$ cat src/rtl/atp_defines.svh
`ifndef ATP_DEFINES_SVH
`define ATP_DEFINES_SVH

// Clock and reference rates, in Hz.
`define ATP_SYS_CLK_HZ      125000000
`define ATP_REF_1MHZ_HZ     1000000
`define ATP_REF_100KHZ_HZ   100000
`define ATP_EXT_CLK_MAX_HZ  10000000

// Cycles of sys_clk per reference tick, derived from the rates.
`define ATP_DIV_1MHZ        (`ATP_SYS_CLK_HZ / `ATP_REF_1MHZ_HZ)
`define ATP_DIV_100KHZ      (`ATP_SYS_CLK_HZ / `ATP_REF_100KHZ_HZ)

`define ATP_CNT_W           16
`define ATP_PAIRS           8
`define ATP_CHANNELS        16
`define ATP_CNT_ZERO        16'h0000
`define ATP_CNT_ONE         16'h0001
`define ATP_CNT_RESET       16'hffff
`define ATP_PRE_ZERO        11'h000
`define ATP_PRE_ONE         11'h001

// Positions of the pins inside the synchroniser vector.
`define ATP_PINS            4
`define ATP_PIN_TRIG        0
`define ATP_PIN_TRIG_EN     1
`define ATP_PIN_EV_CLK      2
`define ATP_PIN_EV_GATE     3
`define ATP_SYNC_ZERO       4'h0

// Channel number field that names the pair, and the pair reset value.
`define ATP_PAIR_MSB        3
`define ATP_PAIR_LSB        1
`define ATP_PAIRS_ZERO      8'h00

`endif

$ cat src/rtl/atp_pkg.sv
package atp_pkg;

   typedef enum logic [1:0] {
      ATP_TRIG_SW    = 2'b00,
      ATP_TRIG_PACER = 2'b01,
      ATP_TRIG_EXT   = 2'b11
   } atp_trig_src_t;

   typedef enum logic {
      ATP_CLK_INT_100K = 1'b0,
      ATP_CLK_EXT_PIN  = 1'b1
   } atp_clk_sel_t;

endpackage

$ cat src/rtl/atp_stage_if.sv
`timescale 1ns/1ps

interface atp_stage_if;
   logic        tick;
   logic [15:0] reload;
   logic        load;
   logic [15:0] count;
   logic        terminal;

   modport owner (
      output tick,
      output reload,
      output load,
      input  count,
      input  terminal
   );
   modport stage (
      input  tick,
      input  reload,
      input  load,
      output count,
      output terminal
   );
endinterface

$ cat src/rtl/atp_down_counter.sv
`timescale 1ns/1ps
`include "atp_defines.svh"

// Reloading 16-bit divider stage: terminal pulses for one tick-cycle on wrap.
module atp_down_counter (
   input  wire logic sys_clk,
   input  wire logic rst,
   atp_stage_if.stage bus
);
   logic [15:0] cnt_q;
   logic        term_q;
   wire         at_one = (cnt_q <= `ATP_CNT_ONE);

   always_ff @(posedge sys_clk) begin
      if (rst || bus.load) begin
         cnt_q  <= bus.reload;
         term_q <= 1'b0;
      end else if (bus.tick) begin
         cnt_q  <= at_one ? bus.reload : cnt_q - `ATP_CNT_ONE;
         term_q <= at_one;
      end else begin
         term_q <= 1'b0;
      end
   end

   assign bus.count    = cnt_q;
   assign bus.terminal = term_q;
endmodule

$ cat src/rtl/atp_trigger_pacer.sv
`timescale 1ns/1ps
`include "atp_defines.svh"

// Notes on behaviour
// - Event clock: external pin or internal 100 kHz
// - One pacer output pulse per pacer period
// - Pacer rising edge starts one conversion
// - Trigger gate high enables external trigger path
// - One conversion per gated external rising edge
// - Three 16-bit counters, pacer from 1 MHz
// - Second and third counters chain to 32 bits
// - Event counter counts edges, drives output pin
// - Event counter gate input enables counting
// - Per-pair input mode, other pairs stay unchanged
// - Channels pair even/odd, single or differential
module atp_trigger_pacer (
   input  wire logic                  sys_clk,
   input  wire logic                  rst,
   input  wire logic                  ext_trigger_in,
   input  wire logic                  ext_trigger_enable_in,
   input  wire logic                  event_counter_clock_in,
   input  wire logic                  event_counter_gate_in,
   input  wire atp_pkg::atp_trig_src_t trig_src,
   input  wire atp_pkg::atp_clk_sel_t event_clk_sel,
   input  wire logic                  pacer_run,
   input  wire logic [15:0]           pacer_div_lo,
   input  wire logic [15:0]           pacer_div_hi,
   input  wire logic                  pacer_load,
   input  wire logic [15:0]           event_reload,
   input  wire logic                  event_load,
   input  wire logic                  sw_trigger,
   input  wire logic [3:0]            cfg_channel,
   input  wire logic                  cfg_diff,
   input  wire logic                  cfg_write,
   output logic                       pacer_out,
   output logic                       event_counter_out,
   output logic [15:0]                event_count,
   output logic                       conv_start,
   output logic [7:0]                 pair_diff
);
   // Rising edge of a synchronised pin: its level now against one cycle ago.
   function automatic logic atp_rise(input logic now_lvl, input logic old_lvl);
      return now_lvl & ~old_lvl;
   endfunction

   // Prescaler end test, shared by both reference tick generators.
   function automatic logic atp_at_end(input logic [10:0] cnt,
                                       input logic [10:0] last);
      return cnt == last;
   endfunction

   // Trigger source decode, shared by the three start paths.
   function automatic logic atp_src_is(input atp_pkg::atp_trig_src_t src,
                                       input atp_pkg::atp_trig_src_t want);
      return src == want;
   endfunction

   // Two-flop synchronisers; only stage two is read by logic. The history
   // flops reset low, the idle level of every pin, so reset makes no edge.
   wire  [`ATP_PINS-1:0] pins_raw;
   logic [`ATP_PINS-1:0] sync1_q;
   logic [`ATP_PINS-1:0] sync2_q;
   logic [`ATP_PINS-1:0] prev_q;

   assign pins_raw[`ATP_PIN_TRIG]    = ext_trigger_in;
   assign pins_raw[`ATP_PIN_TRIG_EN] = ext_trigger_enable_in;
   assign pins_raw[`ATP_PIN_EV_CLK]  = event_counter_clock_in;
   assign pins_raw[`ATP_PIN_EV_GATE] = event_counter_gate_in;

   always_ff @(posedge sys_clk) begin
      if (rst) begin
         sync1_q <= `ATP_SYNC_ZERO;
         sync2_q <= `ATP_SYNC_ZERO;
      end else begin
         sync1_q <= pins_raw;
         sync2_q <= sync1_q;
      end
   end

   always_ff @(posedge sys_clk) begin
      if (rst) begin
         prev_q <= `ATP_SYNC_ZERO;
      end else begin
         prev_q <= sync2_q;
      end
   end

   wire ext_trig_rise = atp_rise(sync2_q[`ATP_PIN_TRIG], prev_q[`ATP_PIN_TRIG]);
   wire ext_gate_lvl  = sync2_q[`ATP_PIN_TRIG_EN];
   wire ev_clk_rise   = atp_rise(sync2_q[`ATP_PIN_EV_CLK], prev_q[`ATP_PIN_EV_CLK]);
   wire ev_gate_lvl   = sync2_q[`ATP_PIN_EV_GATE];

   // Reference tick generators. A 10 MHz external clock is well inside the
   // sampling rate; faster edges would alias, which is the trade for one clock.
   wire  [10:0] last_1m   = 11'(`ATP_DIV_1MHZ - 1);
   wire  [10:0] last_100k = 11'(`ATP_DIV_100KHZ - 1);
   logic [10:0] pre1m_q;
   logic [10:0] pre100k_q;
   wire tick_1m   = atp_at_end(pre1m_q, last_1m);
   wire tick_100k = atp_at_end(pre100k_q, last_100k);

   always_ff @(posedge sys_clk) begin
      if (rst || tick_1m) begin
         pre1m_q <= `ATP_PRE_ZERO;
      end else begin
         pre1m_q <= pre1m_q + `ATP_PRE_ONE;
      end
   end

   always_ff @(posedge sys_clk) begin
      if (rst || tick_100k) begin
         pre100k_q <= `ATP_PRE_ZERO;
      end else begin
         pre100k_q <= pre100k_q + `ATP_PRE_ONE;
      end
   end

   // Pacer: two cascaded 16-bit stages clocked from the 1 MHz reference.
   // The low stage's terminal is the high stage's tick, so the period is
   // the product of the two divisors in microseconds.
   atp_stage_if lo_if ();
   atp_stage_if hi_if ();
   atp_stage_if ev_if ();

   assign lo_if.tick   = tick_1m & pacer_run;
   assign lo_if.reload = pacer_div_lo;
   assign lo_if.load   = pacer_load;
   assign hi_if.tick   = lo_if.terminal;
   assign hi_if.reload = pacer_div_hi;
   assign hi_if.load   = pacer_load;

   // Event counter: gated, clocked by the selected source, counting down
   // from its reload so its terminal marks a full count of events.
   wire ev_ext_sel  = (event_clk_sel == atp_pkg::ATP_CLK_EXT_PIN);
   wire ev_src_tick = ev_ext_sel ? ev_clk_rise : tick_100k;
   assign ev_if.tick   = ev_src_tick & ev_gate_lvl;
   assign ev_if.reload = event_reload;
   assign ev_if.load   = event_load;

   atp_down_counter u_lo (
      .sys_clk (sys_clk),
      .rst     (rst),
      .bus     (lo_if)
   );

   atp_down_counter u_hi (
      .sys_clk (sys_clk),
      .rst     (rst),
      .bus     (hi_if)
   );

   atp_down_counter u_ev (
      .sys_clk (sys_clk),
      .rst     (rst),
      .bus     (ev_if)
   );

   wire        pacer_wrap = hi_if.terminal;
   wire        ev_wrap    = ev_if.terminal;
   wire [15:0] ev_count   = ev_if.count;

   // Conversion start: only the selected source may start a conversion;
   // the pacer and external paths give a single-cycle request, the software path follows the sw_trigger level.
   wire pacer_rise = pacer_wrap & pacer_run;
   wire pacer_sel  = atp_src_is(trig_src, atp_pkg::ATP_TRIG_PACER);
   wire ext_sel    = atp_src_is(trig_src, atp_pkg::ATP_TRIG_EXT);
   wire sw_sel     = atp_src_is(trig_src, atp_pkg::ATP_TRIG_SW);
   wire ext_start  = ext_sel & ext_gate_lvl & ext_trig_rise;
   wire pac_start  = pacer_sel & pacer_rise;
   wire sw_start   = sw_sel & sw_trigger;
   wire start_d    = ext_start | pac_start | sw_start;

   // Per-pair configuration: writing one channel touches only its pair bit.
   logic [7:0] pair_diff_q;
   wire  [2:0] cfg_pair = cfg_channel[`ATP_PAIR_MSB:`ATP_PAIR_LSB];

   always_ff @(posedge sys_clk) begin
      if (rst) begin
         pair_diff_q <= `ATP_PAIRS_ZERO;
      end else if (cfg_write) begin
         pair_diff_q[cfg_pair] <= cfg_diff;
      end
   end

   // Every output is its own short register stage, so the pins see one
   // cycle of latency and never a decode glitch.
   always_ff @(posedge sys_clk) begin
      if (rst) begin
         pacer_out <= 1'b0;
      end else begin
         pacer_out <= pacer_rise;
      end
   end

   always_ff @(posedge sys_clk) begin
      if (rst) begin
         event_counter_out <= 1'b0;
      end else begin
         event_counter_out <= ev_wrap;
      end
   end

   always_ff @(posedge sys_clk) begin
      if (rst) begin
         event_count <= `ATP_CNT_RESET;
      end else begin
         event_count <= ev_count;
      end
   end

   always_ff @(posedge sys_clk) begin
      if (rst) begin
         conv_start <= 1'b0;
      end else begin
         conv_start <= start_d;
      end
   end

   always_ff @(posedge sys_clk) begin
      if (rst) begin
         pair_diff <= `ATP_PAIRS_ZERO;
      end else begin
         pair_diff <= pair_diff_q;
      end
   end
endmodule

$ cat config.mk
export PLATFORM = sky130hd
export DESIGN_NAME = atp_trigger_pacer
export DESIGN_NICKNAME = d
export VERILOG_FILES = /design/src/rtl/atp_pkg.sv /design/src/rtl/atp_stage_if.sv /design/src/rtl/atp_down_counter.sv /design/src/rtl/atp_trigger_pacer.sv
export VERILOG_INCLUDE_DIRS = /design/src /design/src/rtl
export SDC_FILE = /design/constraint.sdc
export NUM_CORES = 1
export LEC_CHECK = 0
export BUFFER_PORTS_ARGS = -buffer_cell sky130_fd_sc_hd__buf_2
export CAP_MARGIN = 20
export CELL_PAD_IN_SITES_DETAIL_PLACEMENT = 1
export CELL_PAD_IN_SITES_GLOBAL_PLACEMENT = 1
export CORE_MARGIN = 2
export CORE_UTILIZATION = 30
export CTS_CLUSTER_SIZE = 40
export DETAILED_ROUTE_END_ITERATION = 10
export PLACE_DENSITY_LB_ADDON = 0.1
export RECOVER_POWER = 100
export SLEW_MARGIN = 30
export SYNTH_ARGS = -nofsm -noshare
export SYNTH_HDL_FRONTEND = slang
export SYNTH_HIERARCHICAL = 1
export SYNTH_SLANG_ARGS = --single-unit
$ cat constraint.sdc
create_clock -name sys_clk -period 2.7 [get_ports sys_clk]
set_clock_uncertainty 0.15 [all_clocks]
set_input_delay 0 -clock sys_clk [delete_from_list [all_inputs] [get_ports sys_clk]]
set_output_delay 0 -clock sys_clk [all_outputs]
set_load 0.005 [all_outputs]
# Yosys cells after proc, flatten, opt, wreduce, memory -nomap -nowiden

Cells that the tools add are included.

Add/sub/neg operators: 5
Order comparisons: 5
Eq/ne operators: 4
Mux-type cells: 13
Bitwise logic cells: 16
Reduce and logical (&&, ||, !) cells: 12

Operators by type and width:

| kind                    | number |
|---|---|
| $mux W16                | 9 |
| $le A16 B1 Y1 const B   | 3 |
| $sub A16 B1 Y16 const B | 3 |
| $add A11 B1 Y11 const B | 2 |
| $eq A11 B11 Y1 const B  | 1 |
| $eq A11 B7 Y1 const B   | 1 |
| $and A1 B1 Y1           | 9 |
| $bwmux W8               | 1 |
| $reduce_bool A2 Y1      | 3 |
| $reduce_or A2 Y1        | 3 |
| $not A1 Y1              | 5 |
| $logic_or A1 B1 Y1      | 4 |
| $lt A3 B4 Y1 const B    | 1 |
| $demux W1 S3            | 1 |
| $ge A3 B1 Y1 const B    | 1 |
| $eq A2 B1 Y1 const B    | 1 |
| $eq A2 B2 Y1 const B    | 1 |
| $logic_not A2 Y1        | 1 |
| $mux W1                 | 2 |
| $or A1 B1 Y1            | 2 |
| $logic_and A1 B1 Y1     | 1 |

Bits in registers: 119
Input port bits: 67
Output and inout port bits: 27
Word-level logic and storage cells: 72

# Depth between registers and ports, before layout

Depth after elaboration: 6
Depth in mapped cells: 7
Gate-level depth less buffers: 7

# Hierarchy

Netlist, hierarchy kept.

By module, submodules not included:

| module            | instances | cells an instance | area each (um2) | seq. area each (um2) |
|---|---|---|---|---|
| atp_down_counter  | 3         | 85                | 1,087.3         | 500.5 |
| atp_trigger_pacer | 1         | 238               | 2,412.3         | 1,341.3 |

# Worst setup path after synthesis

Ideal clock, no wire load.

Path kind: register to register
From: register u_ev.cnt_q[4] (netlist: u_ev/bus.count[4])
To: register u_ev.cnt_q[10] (netlist: u_ev/bus.count[10]) (data pin)
Library setup time: 260 ps
Data arrival time: 1,826 ps
Required time: 2,290 ps
Setup slack: 463 ps
Stages on the path, launching flop included: 7
Buffers on the path: 2
Period minus slack after synthesis: 2,237 ps
Cell sequence: edfxtp_1 nor4_4 nand2_2 o31a_1 buf_6 buf_12 mux2_4

Cells in the longest elaborated chain, start to end: 4
Elaborated cells between the ends (all ways): 5
Classes of those cells: add/sub (1); order compare (1); mux (3)

RTL lines:

| what                                                                     | RTL line               | text |
|---|---|---|
| from (decl)                                                              | atp_down_counter.sv:10 | `logic [15:0] cnt_q;` |
| from (signal assigned)                                                   | atp_down_counter.sv:16 | `cnt_q <= bus.reload;` |
| from (signal assigned)                                                   | atp_down_counter.sv:19 | `` cnt_q <= at_one ? bus.reload : cnt_q - `ATP_CNT_ONE; `` |
| $sub A16 B1 Y16 (no source line) / $le A16 B1 Y1 (equally long branches) | -                      |  |
| $mux W16 (no source line) (*)                                            | -                      |  |
| $mux W16 (*)                                                             | atp_down_counter.sv:18 | `end else if (bus.tick) begin` |
| $mux W16 (*)                                                             | atp_down_counter.sv:15 | `if (rst \|\| bus.load) begin` |

Every way passes the cells marked *; elsewhere a longest branch is shown, timed or not. The select of a mux whose other input is x is not followed.
A chain may end at the register's enable or synchronous reset.

# Worst setup path in the final report

From: register u_hi.cnt_q[4] (netlist: u_hi/bus.count[4])
To: register u_hi.cnt_q[13] (netlist: u_hi/bus.count[13]) (data pin)

Cells in the longest elaborated chain, start to end: 4
Elaborated cells between the ends (all ways): 5
Classes of those cells: add/sub (1); order compare (1); mux (3)

RTL lines:

| what                                                                     | RTL line |
|---|---|
| from (decl)                                                              | atp_down_counter.sv:10 |
| from (signal assigned)                                                   | atp_down_counter.sv:16 |
| from (signal assigned)                                                   | atp_down_counter.sv:19 |
| $sub A16 B1 Y16 (no source line) / $le A16 B1 Y1 (equally long branches) | - |
| $mux W16 (no source line) (*)                                            | - |
| $mux W16 (*)                                                             | atp_down_counter.sv:18 |
| $mux W16 (*)                                                             | atp_down_counter.sv:15 |

Marks and branches as above.

==> results.ini <==
[layout]
syn2layout_area_growth_pct=33.8
nets=759
antennaDiodeCount=0
n_fill_cell=2088
seq_area_um2=2840
multi_input_area_um2=2540
drive_above_1_share_pct=23.7
final_cell_area_um2=7590

[worst_setup_path]
crit_type=register to register
r2r_start=u_hi/bus.count[4]
slowest_delay_ns=0.56
crit_family=simple AND/OR/NAND/NOR gates
start_kind=register
crit_chain=nor4_4 -> nand2_2 -> o31a_1 -> clkbuf_2 -> mux2_1
crit_arrival_ns=2.39
slowest_stage=nor4_4
path_max_fanout=9
cp.required_ns=2.70
crit_path_end_kind=register
crit_start=u_hi/bus.count[4]
cp.buffers_inverters=1

[logic_synthesis]
synth_cells=493
async_reset_ff_share_pct=0
synth_edf_count=48
synth.distinct_cells=45
synth_top_flop_cell=dfxtp_1
yosysWarnings=6
yosysSeqAreaShare_pct=50.1
synth.cell_area_um2=5670
syn_nets=570
synth_seq_cells=118
avgSynthCellArea_um2=11.5

[placed_design]
hpwl_um=8820
gp_congestion=0.709
dpl_cell_area_um2=6450
port_buffers=92

[clock_tree]
cts_tree=done
root_buffer=clkbuf_16
clk_latency_ns=0.41
numCtsBuffers=17
postCtsResizedCells=0
clk_pin_slew_ns=0.06
cts_sinks=118
cts_max_path_buffers=2
post_cts_buffers=0
htreeDepth=4
ctsHoldBuffers=72

[detailed_routing]
drt-wirelength-per-cell_um=14.2
first_pass_iters=4
final_antenna_net_count=0
num_vias=4309
dr.first_iter.drc_count=145
vias_per_cell=4.64
wirelength_um=13200
drc=0

[die]
initial_utilization_pct=30.4
ioPinCount=94
dieArea_um2=20000
rows=50
die_x_um=142
core_um2=18600
die_h_um=142

[grt]
grt_util_met2_pct=24.3
use_met1_pct=15.7
gr-total-overflow=0
grt_pass1_wl_um=21900
grt_pass1_vias=4613
grt_use_total_pct=13.8
grt_max_degree=26
grt.busiest_layer=met2
antenna_found_initial=0
met3_usage_pct=3.81

[timing]
timing.slew.headroom_pct=44.3
worst_pin_slew_ns=0.836
fmax_mhz=418
slew_violations=0
period_needed_ns=2.39
fin_setup_tns_ns=0
period_share_pct=88.6
hold_violations=0
setup_viol=0
rsz0062_at_grt=false
hold_ws_ns=0.181

[pwr]
power.static_leakage_nw=2.91
ir_drop_mv=0.393
p_total_mw=4.72
power_density_nw_per_um2=621

[run]
cap_violations=0

[worst_hold_path]
min_from=event_counter_gate_in
hold_path_class=primary input to register

[run_status]
outcome=finished, final reports clean

metrics by stage:
| step | cells | setup slack [ns] | utilization, % |
|---|---|---|---|
| 4_1_cts | 929 | 0.341 | 41.5 |
| 6_report | 929 | 0.307 | 40.7 |
| 5_1_grt | 929 | 0.142 | 40.7 |
| 2_1_floorplan | 493 | 0.463 | - |
| 3_3_place_gp | 825 | 0.387 | 34.6 |
| 3_5_place_dp | 825 | 0.341 | 34.6 |
cell families (layout without fill, tap and decap cells):
kind of cell | count (synthesis) | count (layout) | share of synthesized area, %
adder cells (fa/ha/maj) | 10 | 10 | 2.21
buffers and inverters | 32 | 234 | 3.40
XOR/XNOR | 45 | 45 | 6.95
flip-flops | 118 | 118 | 50.1
AND/OR/NAND/NOR | 197 | 197 | 20.7
multiplexers | 56 | 56 | 12.7
AO/OA/AOI/OAI | 35 | 35 | 3.99
power by group:
group / switching [mW] / internal [mW] / leakage, nW
sequential: 0.115 / 1.99 / 1.06
combinational: 0.204 / 0.272 / 1.56
clock: 0.827 / 1.31 / 0.283
cells in the final DEF (no fill, tap or decap), types with 16 or more instances in the layout:
cell type      instances
buf_2                 73
dlygate4sd3_1         72
dfxtp_1               70
edfxtp_1              48
nor2_1                39
xnor2_1               29
mux2_1                27
clkbuf_1              26
nor2b_1               21
nand2_1               19
clkbuf_16             19
inv_1                 18
nand3_1               18
mux2_2                18
or2_2                 16
xor2_1                16
area by class of cell:
type | count | area share, %
well taps | 234 | 3.86
repair buffers | 184 | 16.9
clock buffers | 23 | 6.59
clock inverters | 9 | 0.841
multi-input cells | 343 | 33.4
inverters | 18 | 0.890
flip-flops and latches | 118 | 37.5
routing by layer:
metal  up-vias  wire, µm
li1       2162         -
met1      2067      6010
met2        68      6550
met3        12       433
met4         0       185
met5         -         0
Yosys cell counts, types with 7 or more instances:
cell type | count | area, µm²
dfxtp_1 | 70 | 1400
edfxtp_1 | 48 | 1440
nor2_1 | 39 | 146
xnor2_1 | 29 | 254
mux2_4 | 27 | 405
nor2b_1 | 21 | 131
nand2_1 | 19 | 71.3
inv_1 | 18 | 67.6
mux2_2 | 18 | 203
nand3_1 | 18 | 90.1
or2_2 | 16 | 100
xor2_1 | 16 | 140
nand4_1 | 15 | 93.8
nor4_1 | 15 | 93.8
a21oi_1 | 12 | 60.1
mux2i_1 | 11 | 110
ha_1 | 10 | 125
nor3_1 | 8 | 40.0
o31ai_1 | 8 | 60.1
clkbuf_1 | 7 | 26.3
nand4b_1 | 7 | 61.3
o21ai_0 | 7 | 35.0
or3_1 | 7 | 43.8
or4_1 | 7 | 52.6
flip-flops by register name, indices dropped and copies added, names as in the netlist, 2 cells and up:
signal / cells
pre1m_q: 11
u_ev/bus.count: 16
event_count: 16
prev_q: 2
pair_diff_q: 8
pre100k_q: 11
pair_diff: 8
sync2_q: 4
u_hi/bus.count: 16
sync1_q: 4
u_lo/bus.count: 16
worst reg2reg max path, cell delays in order (launching register included):
cell      delay (ns)
edfxtp_1        0.48
nor4_4          0.56
nand2_2         0.09
o31a_1          0.27
clkbuf_2        0.23
mux2_1          0.36
final timing paths:
| kind | endpoint | slack (ns) | cells after the start |
|---|---|---|---|
| hold / removal | sync1_q[3] | 0.18 | 3 |
| hold reg to reg | sync2_q[1] | 0.29 | 1 |
| setup reg to reg | u_hi/bus.count[13] | 0.31 | 5 |
| setup / recovery | u_hi/bus.count[13] | 0.31 | 5 |
Power figures use the tool's default switching activity.
